<file path="src/hw/uart_chan_pkg.sv">
// constants, carriers and helpers shared by the serial channel design
package uart_chan_pkg;

  // block numbers carried in the vendor request index high byte
  localparam logic [7:0] BLK_CHAN0 = 8'h00;
  localparam logic [7:0] BLK_CHAN1 = 8'h01;
  localparam logic [7:0] BLK_MGR   = 8'h04;

  // channel register offsets
  localparam logic [7:0] OFF_ENABLE = 8'h03;
  localparam logic [7:0] OFF_DIV0   = 8'h04;
  localparam logic [7:0] OFF_DIV1   = 8'h05;
  localparam logic [7:0] OFF_DIV2   = 8'h06;
  localparam logic [7:0] OFF_TXM0   = 8'h07;
  localparam logic [7:0] OFF_TXM1   = 8'h08;
  localparam logic [7:0] OFF_RXM0   = 8'h09;
  localparam logic [7:0] OFF_RXM1   = 8'h0a;
  localparam logic [7:0] OFF_FMT    = 8'h0b;
  localparam logic [7:0] OFF_FLOW   = 8'h0c;
  localparam logic [7:0] OFF_RESUME = 8'h10;
  localparam logic [7:0] OFF_PAUSE  = 8'h11;
  // manager block queue enables
  localparam logic [7:0] OFF_QEN_CH0 = 8'h10;
  localparam logic [7:0] OFF_QEN_CH1 = 8'h11;

  // field positions
  localparam int EN_TX_BIT    = 0;
  localparam int EN_RX_BIT    = 1;
  localparam int QEN_TX_BIT   = 0;
  localparam int QEN_RX_BIT   = 1;
  localparam int FMT_PAR_LSB  = 4;
  localparam int FMT_STOP_BIT = 7;
  localparam int FLOW_HDX_BIT = 3;

  // data length codes
  localparam logic [3:0] DATA_7 = 4'h7;
  localparam logic [3:0] DATA_8 = 4'h8;
  localparam logic [3:0] DATA_9 = 4'h9;

  // parity codes
  localparam logic [2:0] PAR_NONE  = 3'h0;
  localparam logic [2:0] PAR_ODD   = 3'h1;
  localparam logic [2:0] PAR_EVEN  = 3'h2;
  localparam logic [2:0] PAR_MARK  = 3'h3;
  localparam logic [2:0] PAR_SPACE = 3'h4;

  // flow-control modes
  localparam logic [2:0] FLOW_NONE = 3'h0;
  localparam logic [2:0] FLOW_HW   = 3'h1;
  localparam logic [2:0] FLOW_SW   = 3'h2;
  localparam logic [2:0] FLOW_MDHD = 3'h3;
  localparam logic [2:0] FLOW_MDTX = 3'h4;

  // widths and depth
  localparam int DIV_W      = 19;
  localparam int MASK_W     = 16;
  localparam int WORD_W     = 9;
  localparam int FIFO_DEPTH = 4;

  // reset values
  localparam logic [1:0]       RST_ENABLE = 2'h0;
  localparam logic [DIV_W-1:0] RST_DIV    = 19'h001a0;
  localparam logic [15:0]      RST_MASK   = 16'h0000;
  localparam logic [7:0]       RST_FMT    = 8'h08;
  localparam logic [3:0]       RST_FLOW   = 4'h0;
  localparam logic [7:0]       RST_CHAR   = 8'h00;
  localparam logic [1:0]       RST_QEN    = 2'h0;

  typedef struct packed {
    logic       wr;
    logic       rd;
    logic [7:0] block;
    logic [7:0] addr;
    logic [7:0] wdata;
  } reg_req_s;

  typedef struct packed {
    logic       valid;
    logic [7:0] rdata;
  } reg_rsp_s;

  typedef enum logic [2:0] {TX_IDLE, TX_START, TX_DATA, TX_PAR, TX_STOP} tx_state_e;
  typedef enum logic [2:0] {RX_IDLE, RX_START, RX_DATA, RX_PAR, RX_STOP} rx_state_e;

  // one bit time in clocks: divisor plus one stretch clock when the mask bit is set
  function automatic logic [DIV_W:0] bitPeriod(input logic [DIV_W-1:0]  div,
                                               input logic [MASK_W-1:0] mask,
                                               input logic [3:0]        step);
    logic [DIV_W:0] p;
    p = {1'b0, div} + {{DIV_W{1'b0}}, mask[step]};
    return (p == '0) ? {{DIV_W{1'b0}}, 1'b1} : p;
  endfunction : bitPeriod

  // reserved length codes fall back to eight bits
  function automatic logic [3:0] dataBits(input logic [7:0] fmt);
    unique case (fmt[3:0])
      DATA_7:  return 4'h7;
      DATA_9:  return 4'h9;
      default: return 4'h8;
    endcase
  endfunction : dataBits

  function automatic logic parityOn(input logic [7:0] fmt);
    logic [2:0] p;
    p = fmt[FMT_PAR_LSB +: 3];
    return (fmt[3:0] != DATA_9) && (p != PAR_NONE) && (p <= PAR_SPACE);
  endfunction : parityOn

  function automatic logic parityBit(input logic [7:0] fmt, input logic [8:0] w);
    logic [7:0] v;
    v = (fmt[3:0] == DATA_7) ? {1'b0, w[6:0]} : w[7:0];
    unique case (fmt[FMT_PAR_LSB +: 3])
      PAR_ODD:  return ~^v;
      PAR_EVEN: return ^v;
      PAR_MARK: return 1'b1;
      default:  return 1'b0;
    endcase
  endfunction : parityBit

endpackage : uart_chan_pkg

</file>
<file path="src/hw/uart_channel.sv">
// one serial channel: vendor register file, baud timing, framing and flow control
`timescale 1ns/1ps
`default_nettype none
// How it works
// [RL1] software enables tx queue, then tx and rx, then both queues
// [RL2] enable bit 0 gates transmitter, bit 1 gates receiver
// [RL3] bit time from clock via 19-bit divisor and per-direction 16-bit mask
// [RL4] software programs divisor as clock rate over baud, truncated
// [RL5] divisor split over three byte registers, top three bits in third
// [RL6] software indexes the 32-entry lookup by truncated 32 times fraction
// [RL7] receive mask from same index, even or odd divisor column
// [RL8] index 21 gives tx 0x0B6D, rx 0x0B6A even or 0x0DB6 odd
// [RL9] format low nibble picks 7, 8 or 9 data bits
// [RL10] format bits 6..4 pick none, odd, even, mark or space parity
// [RL11] nine data bits means no parity bit at all
// [RL12] format bit 7 picks one or two stop bits, both directions
// [RL13] software writes flow mode only while channel is disabled
// [RL14] flow bits 2..0 pick none, hardware, software, two multidrop modes; code treats both multidrop codes as none
// [RL15] flow bit 3 set drops receive data while transmitting
// [RL16] software mode: resume character received lets transmitter go again
// [RL17] software mode: pause character received holds the transmitter
// [RL18] software keeps reserved upper register bits zero
// [RL19] manager queue enable: tx bit 0, rx bit 1, offsets per channel
// [RL20] register write and multi-read requests, block number picks channel
// [RL21] each set mask bit stretches one bit time by a clock, stepping
// [RL22] frame is start low, data lsb first, parity, stop high; idle high
module uart_channel
  import uart_chan_pkg::*;
#(
  parameter logic [7:0] CHAN_BLOCK = BLK_CHAN0
) (
  input  wire logic              ref_clk,
  input  wire logic              rst_n,
  input  wire reg_req_s          regReq,
  output reg_rsp_s               regRsp,
  input  wire logic              txValid,
  output logic                   txReady,
  input  wire logic [WORD_W-1:0] txWord,
  output logic                   rxValid,
  input  wire logic              rxReady,
  output logic      [WORD_W-1:0] rxWord,
  input  wire logic              rxLine,
  output logic                   txLine,
  input  wire logic              clearToSend,
  output logic                   readyToSend,
  output logic                   xcvrEnable
);

  typedef struct packed {
    logic [1:0]        en;
    logic [DIV_W-1:0]  div;
    logic [MASK_W-1:0] txMask;
    logic [MASK_W-1:0] rxMask;
    logic [7:0]        fmt;
    logic [3:0]        flow;
    logic [7:0]        resumeChar;
    logic [7:0]        pauseChar;
    logic [1:0]        qen;
    reg_rsp_s          rsp;
    tx_state_e         txState;
    logic [DIV_W:0]    txCnt;
    logic [3:0]        txStep;
    logic [3:0]        txBits;
    logic              txStops;
    logic [8:0]        txShift;
    logic              txOut;
    logic              paused;
    rx_state_e         rxState;
    logic [DIV_W:0]    rxCnt;
    logic [3:0]        rxStep;
    logic [3:0]        rxBits;
    logic              rxStops;
    logic [8:0]        rxShift;
    logic              rxBad;
    logic              rxOutValid;
    logic [8:0]        rxOut;
  } chan_s;

  chan_s q, d;

  logic              qTxValid;
  logic              qTxPop;
  logic [WORD_W-1:0] qTxWord;
  logic              qInReady;
  logic              chanHit;
  logic              mgrHit;
  logic [7:0]        qenOff;
  logic [3:0]        nb;
  logic              txGo;
  logic              txBusy;
  logic              rxOn;
  logic              hdxBlock;
  logic [DIV_W:0]    txNext;
  logic [DIV_W:0]    rxNext;
  logic [8:0]        rxDone;
  logic [7:0]        rdMux;

  // tx words wait here; a full queue stalls the source through txReady
  word_fifo #(
    .WIDTH (WORD_W),
    .DEPTH (FIFO_DEPTH)
  ) u_txq (
    .ref_clk  (ref_clk),
    .rst_n    (rst_n),
    .inValid  (txValid && q.qen[QEN_TX_BIT]),
    .inReady  (qInReady),
    .inData   (txWord),
    .outValid (qTxValid),
    .outReady (qTxPop),
    .outData  (qTxWord)
  );

  assign txReady     = qInReady && q.qen[QEN_TX_BIT]; // RL19
  assign regRsp      = q.rsp;
  assign txLine      = q.txOut;
  assign rxValid     = q.rxOutValid;
  assign rxWord      = q.rxOut;
  assign txBusy      = (q.txState != TX_IDLE);
  assign xcvrEnable  = txBusy;
  assign rxOn        = q.en[EN_RX_BIT] && q.qen[QEN_RX_BIT]; // RL2
  assign readyToSend = rxOn && !q.rxOutValid;
  assign hdxBlock    = q.flow[FLOW_HDX_BIT] && txBusy; // RL15
  assign nb          = dataBits(q.fmt); // RL9
  assign chanHit     = (regReq.block == CHAN_BLOCK); // RL20
  assign mgrHit      = (regReq.block == BLK_MGR);
  assign qenOff      = (CHAN_BLOCK == BLK_CHAN1) ? OFF_QEN_CH1 : OFF_QEN_CH0;
  // pause is only honoured between characters, never mid-frame
  assign txGo        = q.en[EN_TX_BIT] && !q.paused
                       && ((q.flow[2:0] != FLOW_HW) || clearToSend); // RL2 RL14 RL17
  assign qTxPop      = (q.txState == TX_IDLE) && txGo;
  assign txNext      = bitPeriod(q.div, q.txMask, q.txStep + 4'h1) - 1'b1; // RL21
  assign rxNext      = bitPeriod(q.div, q.rxMask, q.rxStep + 4'h1) - 1'b1; // RL21
  assign rxDone      = (nb == 4'h7) ? {2'b00, q.rxShift[6:0]}
                     : (nb == 4'h8) ? {1'b0, q.rxShift[7:0]} : q.rxShift;

  always_comb begin
    rdMux = 8'h00;
    if (chanHit) begin
      case (regReq.addr)
        OFF_ENABLE: rdMux = {6'h00, q.en};
        OFF_DIV0:   rdMux = q.div[7:0];
        OFF_DIV1:   rdMux = q.div[15:8];
        OFF_DIV2:   rdMux = {5'h00, q.div[18:16]};
        OFF_TXM0:   rdMux = q.txMask[7:0];
        OFF_TXM1:   rdMux = q.txMask[15:8];
        OFF_RXM0:   rdMux = q.rxMask[7:0];
        OFF_RXM1:   rdMux = q.rxMask[15:8];
        OFF_FMT:    rdMux = q.fmt;
        OFF_FLOW:   rdMux = {4'h0, q.flow};
        OFF_RESUME: rdMux = q.resumeChar;
        OFF_PAUSE:  rdMux = q.pauseChar;
        default:    rdMux = 8'h00;
      endcase
    end else if (mgrHit && regReq.addr == qenOff) begin
      rdMux = {6'h00, q.qen};
    end
  end

  always_comb begin
    d = q;
    // register port: one answer per read, one cycle after the request
    d.rsp.valid = regReq.rd;
    d.rsp.rdata = regReq.rd ? rdMux : 8'h00;
    if (regReq.wr && chanHit) begin
      case (regReq.addr)
        OFF_ENABLE: d.en = regReq.wdata[1:0]; // RL2
        OFF_DIV0:   d.div[7:0] = regReq.wdata; // RL5
        OFF_DIV1:   d.div[15:8] = regReq.wdata; // RL5
        OFF_DIV2:   d.div[18:16] = regReq.wdata[2:0]; // RL5
        OFF_TXM0:   d.txMask[7:0] = regReq.wdata;
        OFF_TXM1:   d.txMask[15:8] = regReq.wdata;
        OFF_RXM0:   d.rxMask[7:0] = regReq.wdata;
        OFF_RXM1:   d.rxMask[15:8] = regReq.wdata;
        OFF_FMT:    d.fmt = regReq.wdata;
        OFF_FLOW:   d.flow = regReq.wdata[3:0]; // RL14
        OFF_RESUME: d.resumeChar = regReq.wdata;
        OFF_PAUSE:  d.pauseChar = regReq.wdata;
        default:    ;
      endcase
    end
    if (regReq.wr && mgrHit && regReq.addr == qenOff) begin
      d.qen = regReq.wdata[1:0]; // RL19
    end

    // transmitter
    if (!q.en[EN_TX_BIT]) begin
      d.txState = TX_IDLE; // RL2
      d.txOut   = 1'b1;
    end else if (q.txState == TX_IDLE) begin
      d.txOut = 1'b1; // RL22
      if (qTxValid && txGo) begin
        d.txShift = qTxWord;
        d.txState = TX_START;
        d.txOut   = 1'b0; // RL22
        d.txCnt   = bitPeriod(q.div, q.txMask, q.txStep) - 1'b1; // RL3
      end
    end else if (q.txCnt != '0) begin
      d.txCnt = q.txCnt - 1'b1;
    end else begin
      d.txStep = q.txStep + 4'h1; // RL21
      d.txCnt  = txNext;
      unique case (q.txState)
        TX_START: begin
          d.txState = TX_DATA;
          d.txOut   = q.txShift[0]; // RL22
          d.txBits  = 4'h1;
        end
        TX_DATA: begin
          if (q.txBits == nb) begin
            if (parityOn(q.fmt)) begin // RL10 RL11
              d.txState = TX_PAR;
              d.txOut   = parityBit(q.fmt, q.txShift); // RL10
            end else begin
              d.txState = TX_STOP;
              d.txOut   = 1'b1;
              d.txStops = 1'b0;
            end
          end else begin
            d.txOut  = q.txShift[q.txBits];
            d.txBits = q.txBits + 4'h1;
          end
        end
        TX_PAR: begin
          d.txState = TX_STOP;
          d.txOut   = 1'b1;
          d.txStops = 1'b0;
        end
        TX_STOP: begin
          if (q.fmt[FMT_STOP_BIT] && !q.txStops) begin
            d.txStops = 1'b1; // RL12
          end else begin
            d.txState = TX_IDLE;
          end
        end
        default: d.txState = TX_IDLE;
      endcase
    end

    // receiver output register; a new character overwrites an untaken one
    if (q.rxOutValid && rxReady) begin
      d.rxOutValid = 1'b0;
    end
    if (q.flow[2:0] != FLOW_SW) begin
      d.paused = 1'b0;
    end

    if (!rxOn || (hdxBlock && q.rxState != RX_IDLE)) begin
      d.rxState = RX_IDLE; // RL2 RL15
    end else if (q.rxState == RX_IDLE) begin
      if (!rxLine && !hdxBlock) begin // RL15
        d.rxState = RX_START;
        d.rxShift = 9'h000;
        d.rxBad   = 1'b0;
        // first sample lands mid-way into the start bit
        d.rxCnt   = bitPeriod(q.div, q.rxMask, q.rxStep) >> 1;
      end
    end else if (q.rxCnt != '0) begin
      d.rxCnt = q.rxCnt - 1'b1;
    end else begin
      d.rxStep = q.rxStep + 4'h1; // RL21
      d.rxCnt  = rxNext;
      unique case (q.rxState)
        RX_START: begin
          d.rxState = rxLine ? RX_IDLE : RX_DATA; // glitch, not a start bit
          d.rxBits  = 4'h0;
        end
        RX_DATA: begin
          d.rxShift[q.rxBits] = rxLine; // RL22
          d.rxBits            = q.rxBits + 4'h1;
          if (q.rxBits == nb - 4'h1) begin
            d.rxState = parityOn(q.fmt) ? RX_PAR : RX_STOP; // RL11
            d.rxStops = 1'b0;
          end
        end
        RX_PAR: begin
          d.rxState = RX_STOP;
        end
        RX_STOP: begin
          d.rxBad = q.rxBad || !rxLine;
          if (q.fmt[FMT_STOP_BIT] && !q.rxStops) begin
            d.rxStops = 1'b1; // RL12
          end else begin
            d.rxState = RX_IDLE;
            if (!(q.rxBad || !rxLine)) begin
              if (q.flow[2:0] == FLOW_SW && nb != 4'h9
                  && rxDone[7:0] == q.resumeChar) begin
                d.paused = 1'b0; // RL16
              end else if (q.flow[2:0] == FLOW_SW && nb != 4'h9
                           && rxDone[7:0] == q.pauseChar) begin
                d.paused = 1'b1; // RL17
              end else begin
                d.rxOut      = rxDone;
                d.rxOutValid = 1'b1;
              end
            end
          end
        end
        default: d.rxState = RX_IDLE;
      endcase
    end
  end

  always_ff @(posedge ref_clk) begin
    if (!rst_n) begin
      q            <= '0;
      q.en         <= RST_ENABLE;
      q.div        <= RST_DIV;
      q.txMask     <= RST_MASK;
      q.rxMask     <= RST_MASK;
      q.fmt        <= RST_FMT;
      q.flow       <= RST_FLOW;
      q.resumeChar <= RST_CHAR;
      q.pauseChar  <= RST_CHAR;
      q.qen        <= RST_QEN;
      q.txState    <= TX_IDLE;
      q.rxState    <= RX_IDLE;
      q.txOut      <= 1'b1;
    end else begin
      q <= d;
    end
  end

endmodule : uart_channel
`default_nettype wire

</file>
<file path="src/hw/word_fifo.sv">
// small synchronous FIFO with valid/ready on both sides
`timescale 1ns/1ps
`default_nettype none
module word_fifo #(
  parameter int WIDTH = 9,
  parameter int DEPTH = 4
) (
  input  wire logic             ref_clk,
  input  wire logic             rst_n,
  input  wire logic             inValid,
  output logic                  inReady,
  input  wire logic [WIDTH-1:0] inData,
  output logic                  outValid,
  input  wire logic             outReady,
  output logic      [WIDTH-1:0] outData
);
  localparam int PW = (DEPTH > 1) ? $clog2(DEPTH) : 1;

  typedef struct packed {
    logic [DEPTH-1:0][WIDTH-1:0] mem;
    logic [PW-1:0]               wp;
    logic [PW-1:0]               rp;
    logic [PW:0]                 cnt;
  } fifo_s;

  fifo_s q, d;
  logic  push, pop;

  assign inReady  = (q.cnt != DEPTH[PW:0]);
  assign outValid = (q.cnt != '0);
  assign outData  = q.mem[q.rp];
  assign push     = inValid && inReady;
  assign pop      = outValid && outReady;

  always_comb begin
    d = q;
    if (push) begin
      d.mem[q.wp] = inData;
      d.wp        = (q.wp == PW'(DEPTH - 1)) ? '0 : q.wp + 1'b1;
    end
    if (pop) begin
      d.rp = (q.rp == PW'(DEPTH - 1)) ? '0 : q.rp + 1'b1;
    end
    d.cnt = q.cnt + {{PW{1'b0}}, push} - {{PW{1'b0}}, pop};
  end

  always_ff @(posedge ref_clk) begin
    if (!rst_n) begin
      q <= '0;
    end else begin
      q <= d;
    end
  end
endmodule : word_fifo
`default_nettype wire

</file>
<file path="config.mk">
export PLATFORM = sky130hd
export DESIGN_NAME = uart_channel
export DESIGN_NICKNAME = d
export VERILOG_FILES = /design/src/hw/uart_chan_pkg.sv /design/src/hw/uart_channel.sv /design/src/hw/word_fifo.sv
export SDC_FILE = /design/constraint.sdc
export NUM_CORES = 1
export LEC_CHECK = 0
export ABC_AREA = 1
export BUFFER_PORTS_ARGS = -buffer_cell sky130_fd_sc_hd__buf_2
export CAP_MARGIN = 15
export CELL_PAD_IN_SITES_DETAIL_PLACEMENT = 1
export CELL_PAD_IN_SITES_GLOBAL_PLACEMENT = 2
export CORE_AREA = 2 2 212 214
export DETAILED_ROUTE_END_ITERATION = 16
export DIE_AREA = 0 0 214 216
export PLACE_DENSITY_LB_ADDON = 0.1
export SYNTH_ARGS = -nofsm -noshare
export SYNTH_HDL_FRONTEND = slang
export SYNTH_HIERARCHICAL = 1
export SYNTH_SLANG_ARGS = --single-unit
</file>
<file path="constraint.sdc">
create_clock -name ref_clk -period 4.6 [get_ports ref_clk]
set_input_delay 0.46 -clock ref_clk [delete_from_list [all_inputs] [get_ports ref_clk]]
set_output_delay 0.46 -clock ref_clk [all_outputs]
set_load 0.05 [all_outputs]
</file>
==> results of run 1 <==
cell families (layout without fill, tap and decap cells):
kind of cell             count (synthesis)  after routing  share of synthesized area, %
flip-flops                             230            230                          30.4
adder cells (fa/ha/maj)                 25             25                          2.11
AO/OA/AOI/OAI                          540            540                          19.3
AND/OR/NAND/NOR                       1062           1062                          32.2
buffers and inverters                  467            520                          12.4
XOR/XNOR                                62             62                          3.58
metrics by stage:
| stage | worst slack [ns] | total power, mW | cells |
|---|---|---|---|
| CTS | 0.00844 | 4.69 | 3027 |
| finish | 0.440 | 4.62 | 3031 |
| global route | -0.00690 | 4.78 | 3031 |
| floorplan | 0.730 | 2.10 | 2386 |
| global placement | 0.0658 | 2.17 | 2970 |
| detailed placement | 0.0419 | 2.17 | 2970 |
synthesized netlist by cell type (18+ instances only):
| cell | instances | area, µm² |
|---|---|---|
| sky130_fd_sc_hd__xor2_1 | 51 | 447 |
| sky130_fd_sc_hd__nor2_2 | 21 | 131 |
| sky130_fd_sc_hd__o21ai_1 | 19 | 95.1 |
| sky130_fd_sc_hd__buf_2 | 18 | 90.1 |
| sky130_fd_sc_hd__nor3_1 | 40 | 200 |
| sky130_fd_sc_hd__dfxtp_1 | 230 | 4600 |
| sky130_fd_sc_hd__ha_1 | 24 | 300 |
| sky130_fd_sc_hd__o21ai_0 | 226 | 1130 |
| sky130_fd_sc_hd__o22ai_1 | 29 | 181 |
| sky130_fd_sc_hd__inv_1 | 353 | 1330 |
| sky130_fd_sc_hd__nand2_2 | 20 | 125 |
| sky130_fd_sc_hd__nand3_1 | 129 | 646 |
| sky130_fd_sc_hd__nand2_1 | 413 | 1550 |
| sky130_fd_sc_hd__clkbuf_1 | 48 | 180 |
| sky130_fd_sc_hd__a21oi_1 | 203 | 1020 |
| sky130_fd_sc_hd__buf_4 | 25 | 188 |
| sky130_fd_sc_hd__nor2_1 | 303 | 1140 |
| sky130_fd_sc_hd__nand4_1 | 71 | 444 |
power by group through the flow:
stage / Clock [mW] / Combinational [mW] / Sequential, mW
final: 2.50 / 0.132 / 1.99
after global routing: 2.65 / 0.147 / 1.99
after CTS: 2.56 / 0.133 / 1.99
after detailed placement: 0 / 0.133 / 2.04
after global placement: 0 / 0.131 / 2.04
after floorplan: 0 / 0.0657 / 2.04
repair_timing:
item,4_1_cts,5_1_grt
gates resized for setup,0,21
setup buffers,0,3
endpoints found under the hold margin,0,0
setup endpoints to repair,0,18
worst register-to-register path, delay by kind of cell, from the launching register on:
| kind | cells | cell delay [ns] |
|---|---|---|
| buf+inv | 2 | 0.26 |
| compound gates | 4 | 0.49 |
| flops | 1 | 0.33 |
| fa+ha+maj | 4 | 1.07 |
| simple gates | 20 | 1.96 |
registers in the layout, summed over array words and instances, names as in the netlist:
register  count
q           167
rxValid       1
rxWord        9
txLine        1
regRsp        9
u_txq/q      43
final cells by class:
| type | instances | area, µm² | share of cell area [%] |
|---|---|---|---|
| tap | 592 | 741 | 4.34 |
| timing repair inverter | 1 | 7.51 | 0.0440 |
| inverter | 369 | 1390 | 8.14 |
| clock buffer | 40 | 830 | 4.86 |
| multi-input combinational | 1689 | 8740 | 51.2 |
| timing repair buffer | 93 | 543 | 3.18 |
| sequential | 230 | 4610 | 27.0 |
| clock inverter | 17 | 209 | 1.22 |
worst max path at each step:
stage | slack, ns | to | depth (start not counted) | start
4_1_cts | 0.008 | q[82]$_SDFFE_PN0P_ | 30 | q[69]$_SDFFE_PN0P_
6_report | 0.44 | q[47]$_SDFFE_PN0P_ | 30 | q[25]$_SDFFE_PN0P_
5_1_grt | -0.007 | q[47]$_SDFFE_PN0P_ | 30 | q[25]$_SDFFE_PN0P_
3_3_place_gp | 0.07 | q[88]$_SDFFE_PN0P_ | 31 | q[69]$_SDFFE_PN0P_
3_5_place_dp | 0.04 | q[82]$_SDFFE_PN0P_ | 30 | q[69]$_SDFFE_PN0P_
2_1_floorplan | 0.73 | q[88]$_SDFFE_PN0P_ | 32 | q[68]$_SDFFE_PN0P_
per-layer routing:
layer / GRT usage (%) / vias to the layer above
met5: 0 / -
met4: 6.08 / 0
met3: 2.54 / 80
met2: 45.8 / 225
met1: 34.1 / 7678
li1: - / 7836
==> results.yml, run 1 <==
outcome:
  run_status: "finished, final reports clean"
setup_path:
  timing.critical_path.max_delay_family: "simple AND/OR/NAND/NOR gates"
  worstPathMaxFanout: 7
  critPathLaunchType: "flop"
  worstReg2RegEnd: "q[47]$_SDFFE_PN0P_"
  setup.reg_to_reg.worst_slack_ns: 0.44
  crit_path_end_kind: "flop"
  timing.setup.critical_path_class: "reg2reg"
  reg2reg_from: "q[25]$_SDFFE_PN0P_"
  required_ns: 5.14
  critPathArrivalTime_ns: 4.70
  critical-path-top-cell-by-count: "sky130_fd_sc_hd__nand2_1"
  rr_worst_depth: 30
  critical_path.slowest_cell: "sky130_fd_sc_hd__ha_2"
  timing.critical_path.slowest_cell_delay_ns: 0.39
  critical_path_buf_inv_count: 2
synthesis:
  synth-warning-count: 6
  asyncSetResetFlopFracSynth_pct: 0
  yosysSeqAreaShare_pct: 30.4
  synth_top_flop_cell: "sky130_fd_sc_hd__dfxtp_1"
  synth.ff_latch_count: 230
  syn_avg_cell_area_um2: 6.35
  netlist_instances: 2386
  synth-edff-count: 0
  yosysUniqueCellTypes: 54
  net_count_after_synthesis: 2452
  netlist_area_um2: 15200
detailed_routing:
  dr.pass1.iters: 5
  drt-wirelength-per-cell_um: 19.9
  wl_met2_um: 29100
  dr.max_layer_used: "met4"
  detail-route-antenna-nets: 0
  met1_length_um: 28200
  detailed_route_wirelength_on_metal3_um: 1670
  residual_drc_count: 0
  post_drt_via_cell_ratio: 5.22
  initial_drc_count: 822
  totalWireLength_um: 60300
  via_count: 15800
sta:
  worst_slew_margin_pct: 31.6
  totalNegativeSetupSlack_ns: 0
  worst-slew-pin-transition_ns: 1.03
  achievable-frequency_mhz: 240
  fin_worst_skew_ns: 0.0140
  hold_violations: 0
  final-max-slew-violation-count: 0
  grt_setup_unrepaired: "true"
  final_min_period_over_clock_period_pct: 90.4
  finalSetupViolCount: 0
  hold_slack_ns: 0.118
  finalCriticalPeriod_ns: 4.16
placed_design:
  post_dp_cell_area_um2: 15900
  gp_congestion: 0.927
  port-buffer-count: 63
  post-dp-hpwl_um: 45600
clocking:
  worst_skew_pair_latency_ns: 0.60
  clk_pin_slew_worst_paths_ns: 0.06
  ctsRootBufferMaster: "sky130_fd_sc_hd__clkbuf_16"
  cts.path.max_buffers: 3
  ctsHtreeMaxLevel: 1
  tritoncts: "yes"
  clock_sink_count: 230
  cts-buffers-inserted: 31
  hold_fix_buffers_cts: 0
cells_and_area:
  most-common-layout-cells: "411 x sky130_fd_sc_hd__nand2_1, 352 x sky130_fd_sc_hd__inv_1, 301 x sky130_fd_sc_hd__nor2_1"
  final_util_pct: 38.9
  fin_nets: 2481
  insertedDiodeCount: 0
  drive_gt1_share_pct: 10.7
  stdcell_area_um2: 17100
  mostFrequentLayoutCell: "sky130_fd_sc_hd__nand2_1"
  area_delta_synth_final_pct: 12.6
  filler_cell_count_in_the_final_layout: 5790
floorplan:
  rows: 77
  floorplan.die.width_um: 214
  die_area_um2: 46200
  design.portCount: 64
  start_util_pct: 34.6
  placeableCoreArea_um2: 43800
  floorplan.die.height_um: 216
flow_run:
  max_cap_viol_count: 0
hold_path:
  min_delay_path_depth: 4
  hold-path-endpoint: "rxValid$_SDFF_PN0_"
  hp-start: "rxReady"
  min_path_type: "in2reg"
power:
  combinationalPowerShare_pct: 2.9
  power.clock.fraction_pct: 54.0
  p_int_mw: 3.52
  sw_frac_of_total_pct: 23.9
  p_sw_mw: 1.10
  ir_drop_uv: 279
  power.leakage_nw: 7.39
  power_density_nw_per_um2: 271
  power_frac_seq_pct: 43.1
global_route:
  antenna_found_initial: 1
  first_global_vias: 16300
  largest_net_degree_at_the_start_of_global_routing: 104
  global_route_wire_length_before_repair_um: 95200
  global_route.overflow_total: 0
  global_route.usage.total_pct: 26.0
Power figures use the tool's default switching activity.
==> run 2, diff against run 1 <==
--- a/config.mk
+++ b/config.mk
@@ -14,6 +14,7 @@
 export DETAILED_ROUTE_END_ITERATION = 16
 export DIE_AREA = 0 0 214 216
 export PLACE_DENSITY_LB_ADDON = 0.1
+export RECOVER_POWER = 50
 export SYNTH_ARGS = -nofsm -noshare
 export SYNTH_HDL_FRONTEND = slang
 export SYNTH_HIERARCHICAL = 1
==> results.yml, run 2 (synthesized netlist as in run 1, its figures left out) <==
outcome:
  run_status: "finished, violations left"
  violations_in_the_final_reports: "max-capacitance violations, max-slew violations"
global_route:
  gr-max-usage-layer: "met2"
  grt.met3_usage_pct: 2.54
  first_global_vias: 16300
  global_route.usage.total_pct: 26.0
  global_route.overflow_total: 0
  grt.met1_usage_pct: 34.1
  global_route_wire_length_before_repair_um: 95200
  largest_net_degree_at_the_start_of_global_routing: 104
  gr-usage-met2_pct: 45.8
  antenna_found_initial: 1
setup_path:
  critical_path_buf_inv_count: 5
  required_ns: 5.10
  critical-path-top-cell-by-count: "sky130_fd_sc_hd__inv_1"
  critical_path_depth: 30
  worstReg2RegEnd: "q[82]$_SDFFE_PN0P_"
  worstPathMaxFanout: 8
  critPathLaunchType: "flop"
  timing.critical_path.slowest_cell_delay_ns: 0.39
  rr_worst_depth: 30
  critical_path.startpoint: "q[69]$_SDFFE_PN0P_"
  crit_path_end_kind: "flop"
  timing.critical_path.max_delay_family: "simple AND/OR/NAND/NOR gates"
  reg2reg_from: "q[69]$_SDFFE_PN0P_"
  setup.reg_to_reg.worst_slack_ns: 0.44
  critical_path.slowest_cell: "sky130_fd_sc_hd__dfxtp_2"
  worst_setup_path_endpoint: "q[82]$_SDFFE_PN0P_"
  timing.setup.critical_path_class: "reg2reg"
  critPathArrivalTime_ns: 4.65
cells_and_area:
  area_delta_synth_final_pct: 12.1
  mostFrequentLayoutCell: "sky130_fd_sc_hd__nand2_1"
  top_regs: "q: 167 flops, u_txq/q: 43 flops"
  instances_no_fill: 3031
  fin_nets: 2481
  drive_gt1_share_pct: 9.39
  most-common-layout-cells: "412 x sky130_fd_sc_hd__nand2_1, 352 x sky130_fd_sc_hd__inv_1, 302 x sky130_fd_sc_hd__nor2_1"
  largest_register_ff_count: 167
  insertedDiodeCount: 0
  top_register: "q"
detailed_routing:
  via_count: 15800
  detail-route-antenna-nets: 0
  post_drt_via_cell_ratio: 5.20
  totalWireLength_um: 60300
  dr.pass1.iters: 5
  drt-wirelength-per-cell_um: 19.9
  initial_drc_count: 862
  residual_drc_count: 0
power:
  ir_drop_uv: 280
  power_frac_seq_pct: 43.1
  p_sw_mw: 1.10
  p_int_mw: 3.52
  sw_frac_of_total_pct: 23.9
  power_density_nw_per_um2: 272
  power.leakage_nw: 7.28
  power.clock.fraction_pct: 54.1
  combinationalPowerShare_pct: 2.8
sta:
  worst-slew-pin-transition_ns: 1.87
  final_min_period_over_clock_period_pct: 90.3
  hold_violations: 0
  final-max-slew-violation-count: 44
  finalCriticalPeriod_ns: 4.16
  fin_worst_skew_ns: 0.0153
  finalSetupViolCount: 0
  worst_slew_margin_pct: -24.8
  grt_setup_unrepaired: "true"
  achievable-frequency_mhz: 241
  fin_ws_ns: 0.444
floorplan:
  placeableCoreArea_um2: 43800
  start_util_pct: 34.6
  rows: 77
  floorplan.die.height_um: 216
  design.portCount: 64
  floorplan.die.width_um: 214
  die_area_um2: 46200
placed_design:
  dpl.cell_count: 2970
  port-buffer-count: 63
  placement.setup.worst_slack_ns: 0.0419
  gp_congestion: 0.927
  post-dp-hpwl_um: 45600
flow_run:
  max_cap_viol_count: 1
clocking:
  worst_skew_pair_latency_ns: 0.61
  hold_fix_buffers_cts: 0
  clock_sink_count: 230
  ctsRootBufferMaster: "sky130_fd_sc_hd__clkbuf_16"
  ctsHtreeMaxLevel: 1
  cts.path.max_buffers: 3
  clk_pin_slew_worst_paths_ns: 0.06
  tritoncts: "yes"
  cts-buffers-inserted: 31
hold_path:
  min_path_type: "in2reg"
==> run 2: repair_timing <==
item / 4_1_cts / 5_1_grt
setup endpoints to repair: 0 / 18
gates resized for setup: 0 / 21
buffers inserted: 0 / 3
==> run 2: power by group through the flow <==
stage | Clock (mW) | Sequential (mW) | Combinational, mW
after detailed placement | 0 | 2.04 | 0.133
after global routing | 2.65 | 1.99 | 0.146
after global placement | 0 | 2.04 | 0.131
after CTS | 2.56 | 1.99 | 0.133
final | 2.50 | 1.99 | 0.132
after floorplan | 0 | 2.04 | 0.0657
==> run 2: worst min-delay path by stage <==
stage / cells after the start / to / startpoint / slack [ns]
after floorplan: 2 / q[10]$_SDFFE_PN0P_ / q[10]$_SDFFE_PN0P_ / 0.43
after global placement: 2 / q[10]$_SDFFE_PN0P_ / q[10]$_SDFFE_PN0P_ / 0.44
after detailed placement: 1 / q[19]$_SDFFE_PN0P_ / q[19]$_SDFFE_PN0P_ / 0.46
after CTS: 4 / rxValid$_SDFF_PN0_ / rxReady / 0.08
after global routing: 4 / rxValid$_SDFF_PN0_ / rxReady / 0.13
final: 4 / rxValid$_SDFF_PN0_ / rxReady / 0.12
==> run 2: stage by stage <==
| stage | total power, mW | util, % | cell area [µm²] | TNS [ns] | hold slack [ns] |
|---|---|---|---|---|---|
| CTS | 4.69 | 38.7 | 17000 | 0 | 0.0846 |
| floorplan | 2.10 | - | 15200 | 0 | 0.426 |
| global placement | 2.17 | 36.3 | 15900 | 0 | 0.435 |
| finish | 4.63 | 38.8 | 17000 | 0 | 0.117 |
| global route | 4.78 | 38.8 | 17000 | -0.00690 | 0.131 |
| detailed placement | 2.17 | 36.3 | 15900 | 0 | 0.459 |
==> run 2: layout make-up <==
type	count	area, µm²
well taps	592	741
fillers	5807	26800
repair inverters	1	7.51
clock inverters	17	209
inverters	369	1390
repair buffers	93	502
flip-flops and latches	230	4610
multi-input cells	1689	8710
clock buffers	40	830
==> run 2: worst reg2reg max path, delay by kind of cell (launching register included) <==
family / cells / cell delay, ns
fa+ha+maj: 4 / 1.01
compound gates: 2 / 0.23
buf+inv: 5 / 0.47
flops: 1 / 0.39
simple gates: 18 / 1.76
xor+xnor: 1 / 0.22
==> run 2: layer usage <==
metal | vias up | wire (µm)
li1 | 7828 | -
met1 | 7634 | 28000
met2 | 238 | 29100
met3 | 76 | 1890
met4 | 0 | 1350
met5 | - | 0
==> run 3, diff against run 2 <==
--- a/config.mk
+++ b/config.mk
@@ -10,9 +10,10 @@
 export CAP_MARGIN = 15
 export CELL_PAD_IN_SITES_DETAIL_PLACEMENT = 1
 export CELL_PAD_IN_SITES_GLOBAL_PLACEMENT = 2
-export CORE_AREA = 2 2 212 214
+export CORE_AREA = 2 2 223 203
+export CTS_CLUSTER_DIAMETER = 40
 export DETAILED_ROUTE_END_ITERATION = 16
-export DIE_AREA = 0 0 214 216
+export DIE_AREA = 0 0 225 205
 export PLACE_DENSITY_LB_ADDON = 0.1
 export RECOVER_POWER = 50
 export SYNTH_ARGS = -nofsm -noshare
==> constraint.sdc (replaced) <==
create_clock -name ref_clk -period 4.6 [get_ports ref_clk]
set_input_delay 0 -clock ref_clk [delete_from_list [all_inputs] [get_ports ref_clk]]
set_output_delay 0 -clock ref_clk [all_outputs]
set_load 0.05 [all_outputs]
==> results.yml, run 3 (synthesized netlist as in run 1, its figures left out) <==
power:
  power_frac_seq_pct: 34.8
  ir_drop_uv: 275
  p_int_mw: 4.38
  sw_frac_of_total_pct: 23.7
  power.leakage_nw: 7.72
  power_density_nw_per_um2: 320
  power.total_mw: 5.74
  power.clock.fraction_pct: 62.6
  p_sw_mw: 1.36
  combinationalPowerShare_pct: 2.6
floorplan:
  rows: 73
  floorplan.die.height_um: 205
  placeableCoreArea_um2: 43800
  design.portCount: 64
  die_area_um2: 46100
  floorplan.die.width_um: 225
  start_util_pct: 34.6
sta:
  hold_violations: 0
  worst_slew_margin_pct: -177
  final-max-slew-violation-count: 141
  totalNegativeSetupSlack_ns: 0
  fin_worst_skew_ns: 0.0331
  achievable-frequency_mhz: 236
  final_min_period_over_clock_period_pct: 92.1
  hold_slack_ns: 0.0646
  finalCriticalPeriod_ns: 4.24
  finalSetupViolCount: 0
  worst-slew-pin-transition_ns: 4.15
clocking:
  cts-buffers-inserted: 48
  clock_sink_count: 230
  clk_pin_slew_worst_paths_ns: 0.05
  ctsHtreeMaxLevel: 2
  ctsRootBufferMaster: "sky130_fd_sc_hd__clkbuf_16"
  tritoncts: "yes"
  worst_skew_pair_latency_ns: 0.60
  cts.path.max_buffers: 3
outcome:
  run_status: "finished, violations left"
  violations_in_the_final_reports: "max-capacitance violations, max-slew violations"
detailed_routing:
  via_count: 16200
  totalWireLength_um: 61000
  detail-route-antenna-nets: 0
  drt-wirelength-per-cell_um: 19.9
  residual_drc_count: 0
  post_drt_via_cell_ratio: 5.28
  initial_drc_count: 936
  dr.pass1.iters: 5
cells_and_area:
  area_delta_synth_final_pct: 18.2
  top_regs: "q: 167 flops, u_txq/q: 43 flops"
  most-common-layout-cells: "413 x sky130_fd_sc_hd__nand2_1, 352 x sky130_fd_sc_hd__inv_1, 298 x sky130_fd_sc_hd__nor2_1"
  filler_cell_count_in_the_final_layout: 5744
  largest_register_ff_count: 167
  mostFrequentLayoutCell: "sky130_fd_sc_hd__nand2_1"
  stdcell_area_um2: 17900
  fin_nets: 2526
  drive_gt1_share_pct: 10.6
  top_register: "q"
  insertedDiodeCount: 0
setup_path:
  crit_path_end_kind: "flop"
  required_ns: 5.02
  worstPathMaxFanout: 10
  critPathLaunchType: "flop"
  critPathArrivalTime_ns: 4.66
  timing.critical_path.slowest_cell_delay_ns: 0.42
  critical_path.slowest_cell: "sky130_fd_sc_hd__dfxtp_1"
  timing.setup.critical_path_class: "reg2reg"
global_route:
  global_route.overflow_total: 0
  global_route_wire_length_before_repair_um: 96000
  largest_net_degree_at_the_start_of_global_routing: 96
  global_route.usage.total_pct: 26.8
  gr-usage-met2_pct: 44.4
  antenna_found_initial: 2
  first_global_vias: 16700
  grt.met3_usage_pct: 3.30
  gr-max-usage-layer: "met2"
  grt.met1_usage_pct: 36.2
placed_design:
  port-buffer-count: 63
  gp_congestion: 0.928
  post-dp-hpwl_um: 45900
  post_dp_cell_area_um2: 15900
hold_path:
  min_path_type: "in2reg"
flow_run:
  max_cap_viol_count: 2
run 3: area by class of cell:
class                   count  area (µm²)  area share, %
multi-input cells        1689        8740           48.8
flip-flops and latches    230        4600           25.7
inverters                 369        1390           7.77
clock buffers              60        1330           7.40
repair buffers            122         803           4.48
well taps                 562         703           3.93
clock inverters            28         345           1.93
run 3: metal layers:
| metal | share of wire [%] | routed length (µm) |
|---|---|---|
| met1 | 48 | 29200 |
| met2 | 46 | 27900 |
| met3 | 3.9 | 2360 |
| met4 | 2.7 | 1620 |
| met5 | 0 | 0 |
run 3: power groups by stage:
stage               Sequential (mW)  Clock [mW]  Combinational [mW]
detailed placement             2.04           0               0.130
floorplan                      2.04           0              0.0657
CTS                            2.00        3.66               0.146
finish                         2.00        3.59               0.151
global placement               2.04           0               0.128
global route                   1.99        3.75               0.167
run 3: path summary, 6_finish.rpt:
kind,cells after the start,slack (ns),end,startpoint
setup reg to reg,29,0.36,q[45]$_SDFFE_PN0P_,q[26]$_SDFFE_PN0P_
setup / recovery,29,0.36,q[45]$_SDFFE_PN0P_,q[26]$_SDFFE_PN0P_
hold / removal,6,0.06,regRsp[7]$_SDFF_PN0_,regReq[9]
hold reg to reg,2,0.46,q[10]$_SDFFE_PN0P_,q[10]$_SDFFE_PN0P_
run 3: through the flow:
stage               utilization, %  std cells  setup slack (ns)
floorplan                        -       2386             0.730
global placement              36.3       2938             0.165
detailed placement            36.3       2938            0.0853
CTS                           40.8       3058            0.0523
global route                  40.9       3060           -0.0214
finish                        40.9       3060             0.363
run 3: timing repair:
| item | 4_1_cts | 5_1_grt |
|---|---|---|
| buffers inserted | 0 | 2 |
| hold endpoints to repair | 133 | 0 |
| hold buffers | 32 | 0 |
| gates resized for setup | 0 | 19 |
| setup endpoints to repair | 0 | 16 |
run 3: worst max-delay path, delay by kind of cell, from the launching register on:
kind / cells / cell delay [ns]
buf+inv: 3 / 0.31
flops: 1 / 0.42
simple gates: 18 / 1.86
fa+ha+maj: 4 / 1.02
compound gates: 4 / 0.46
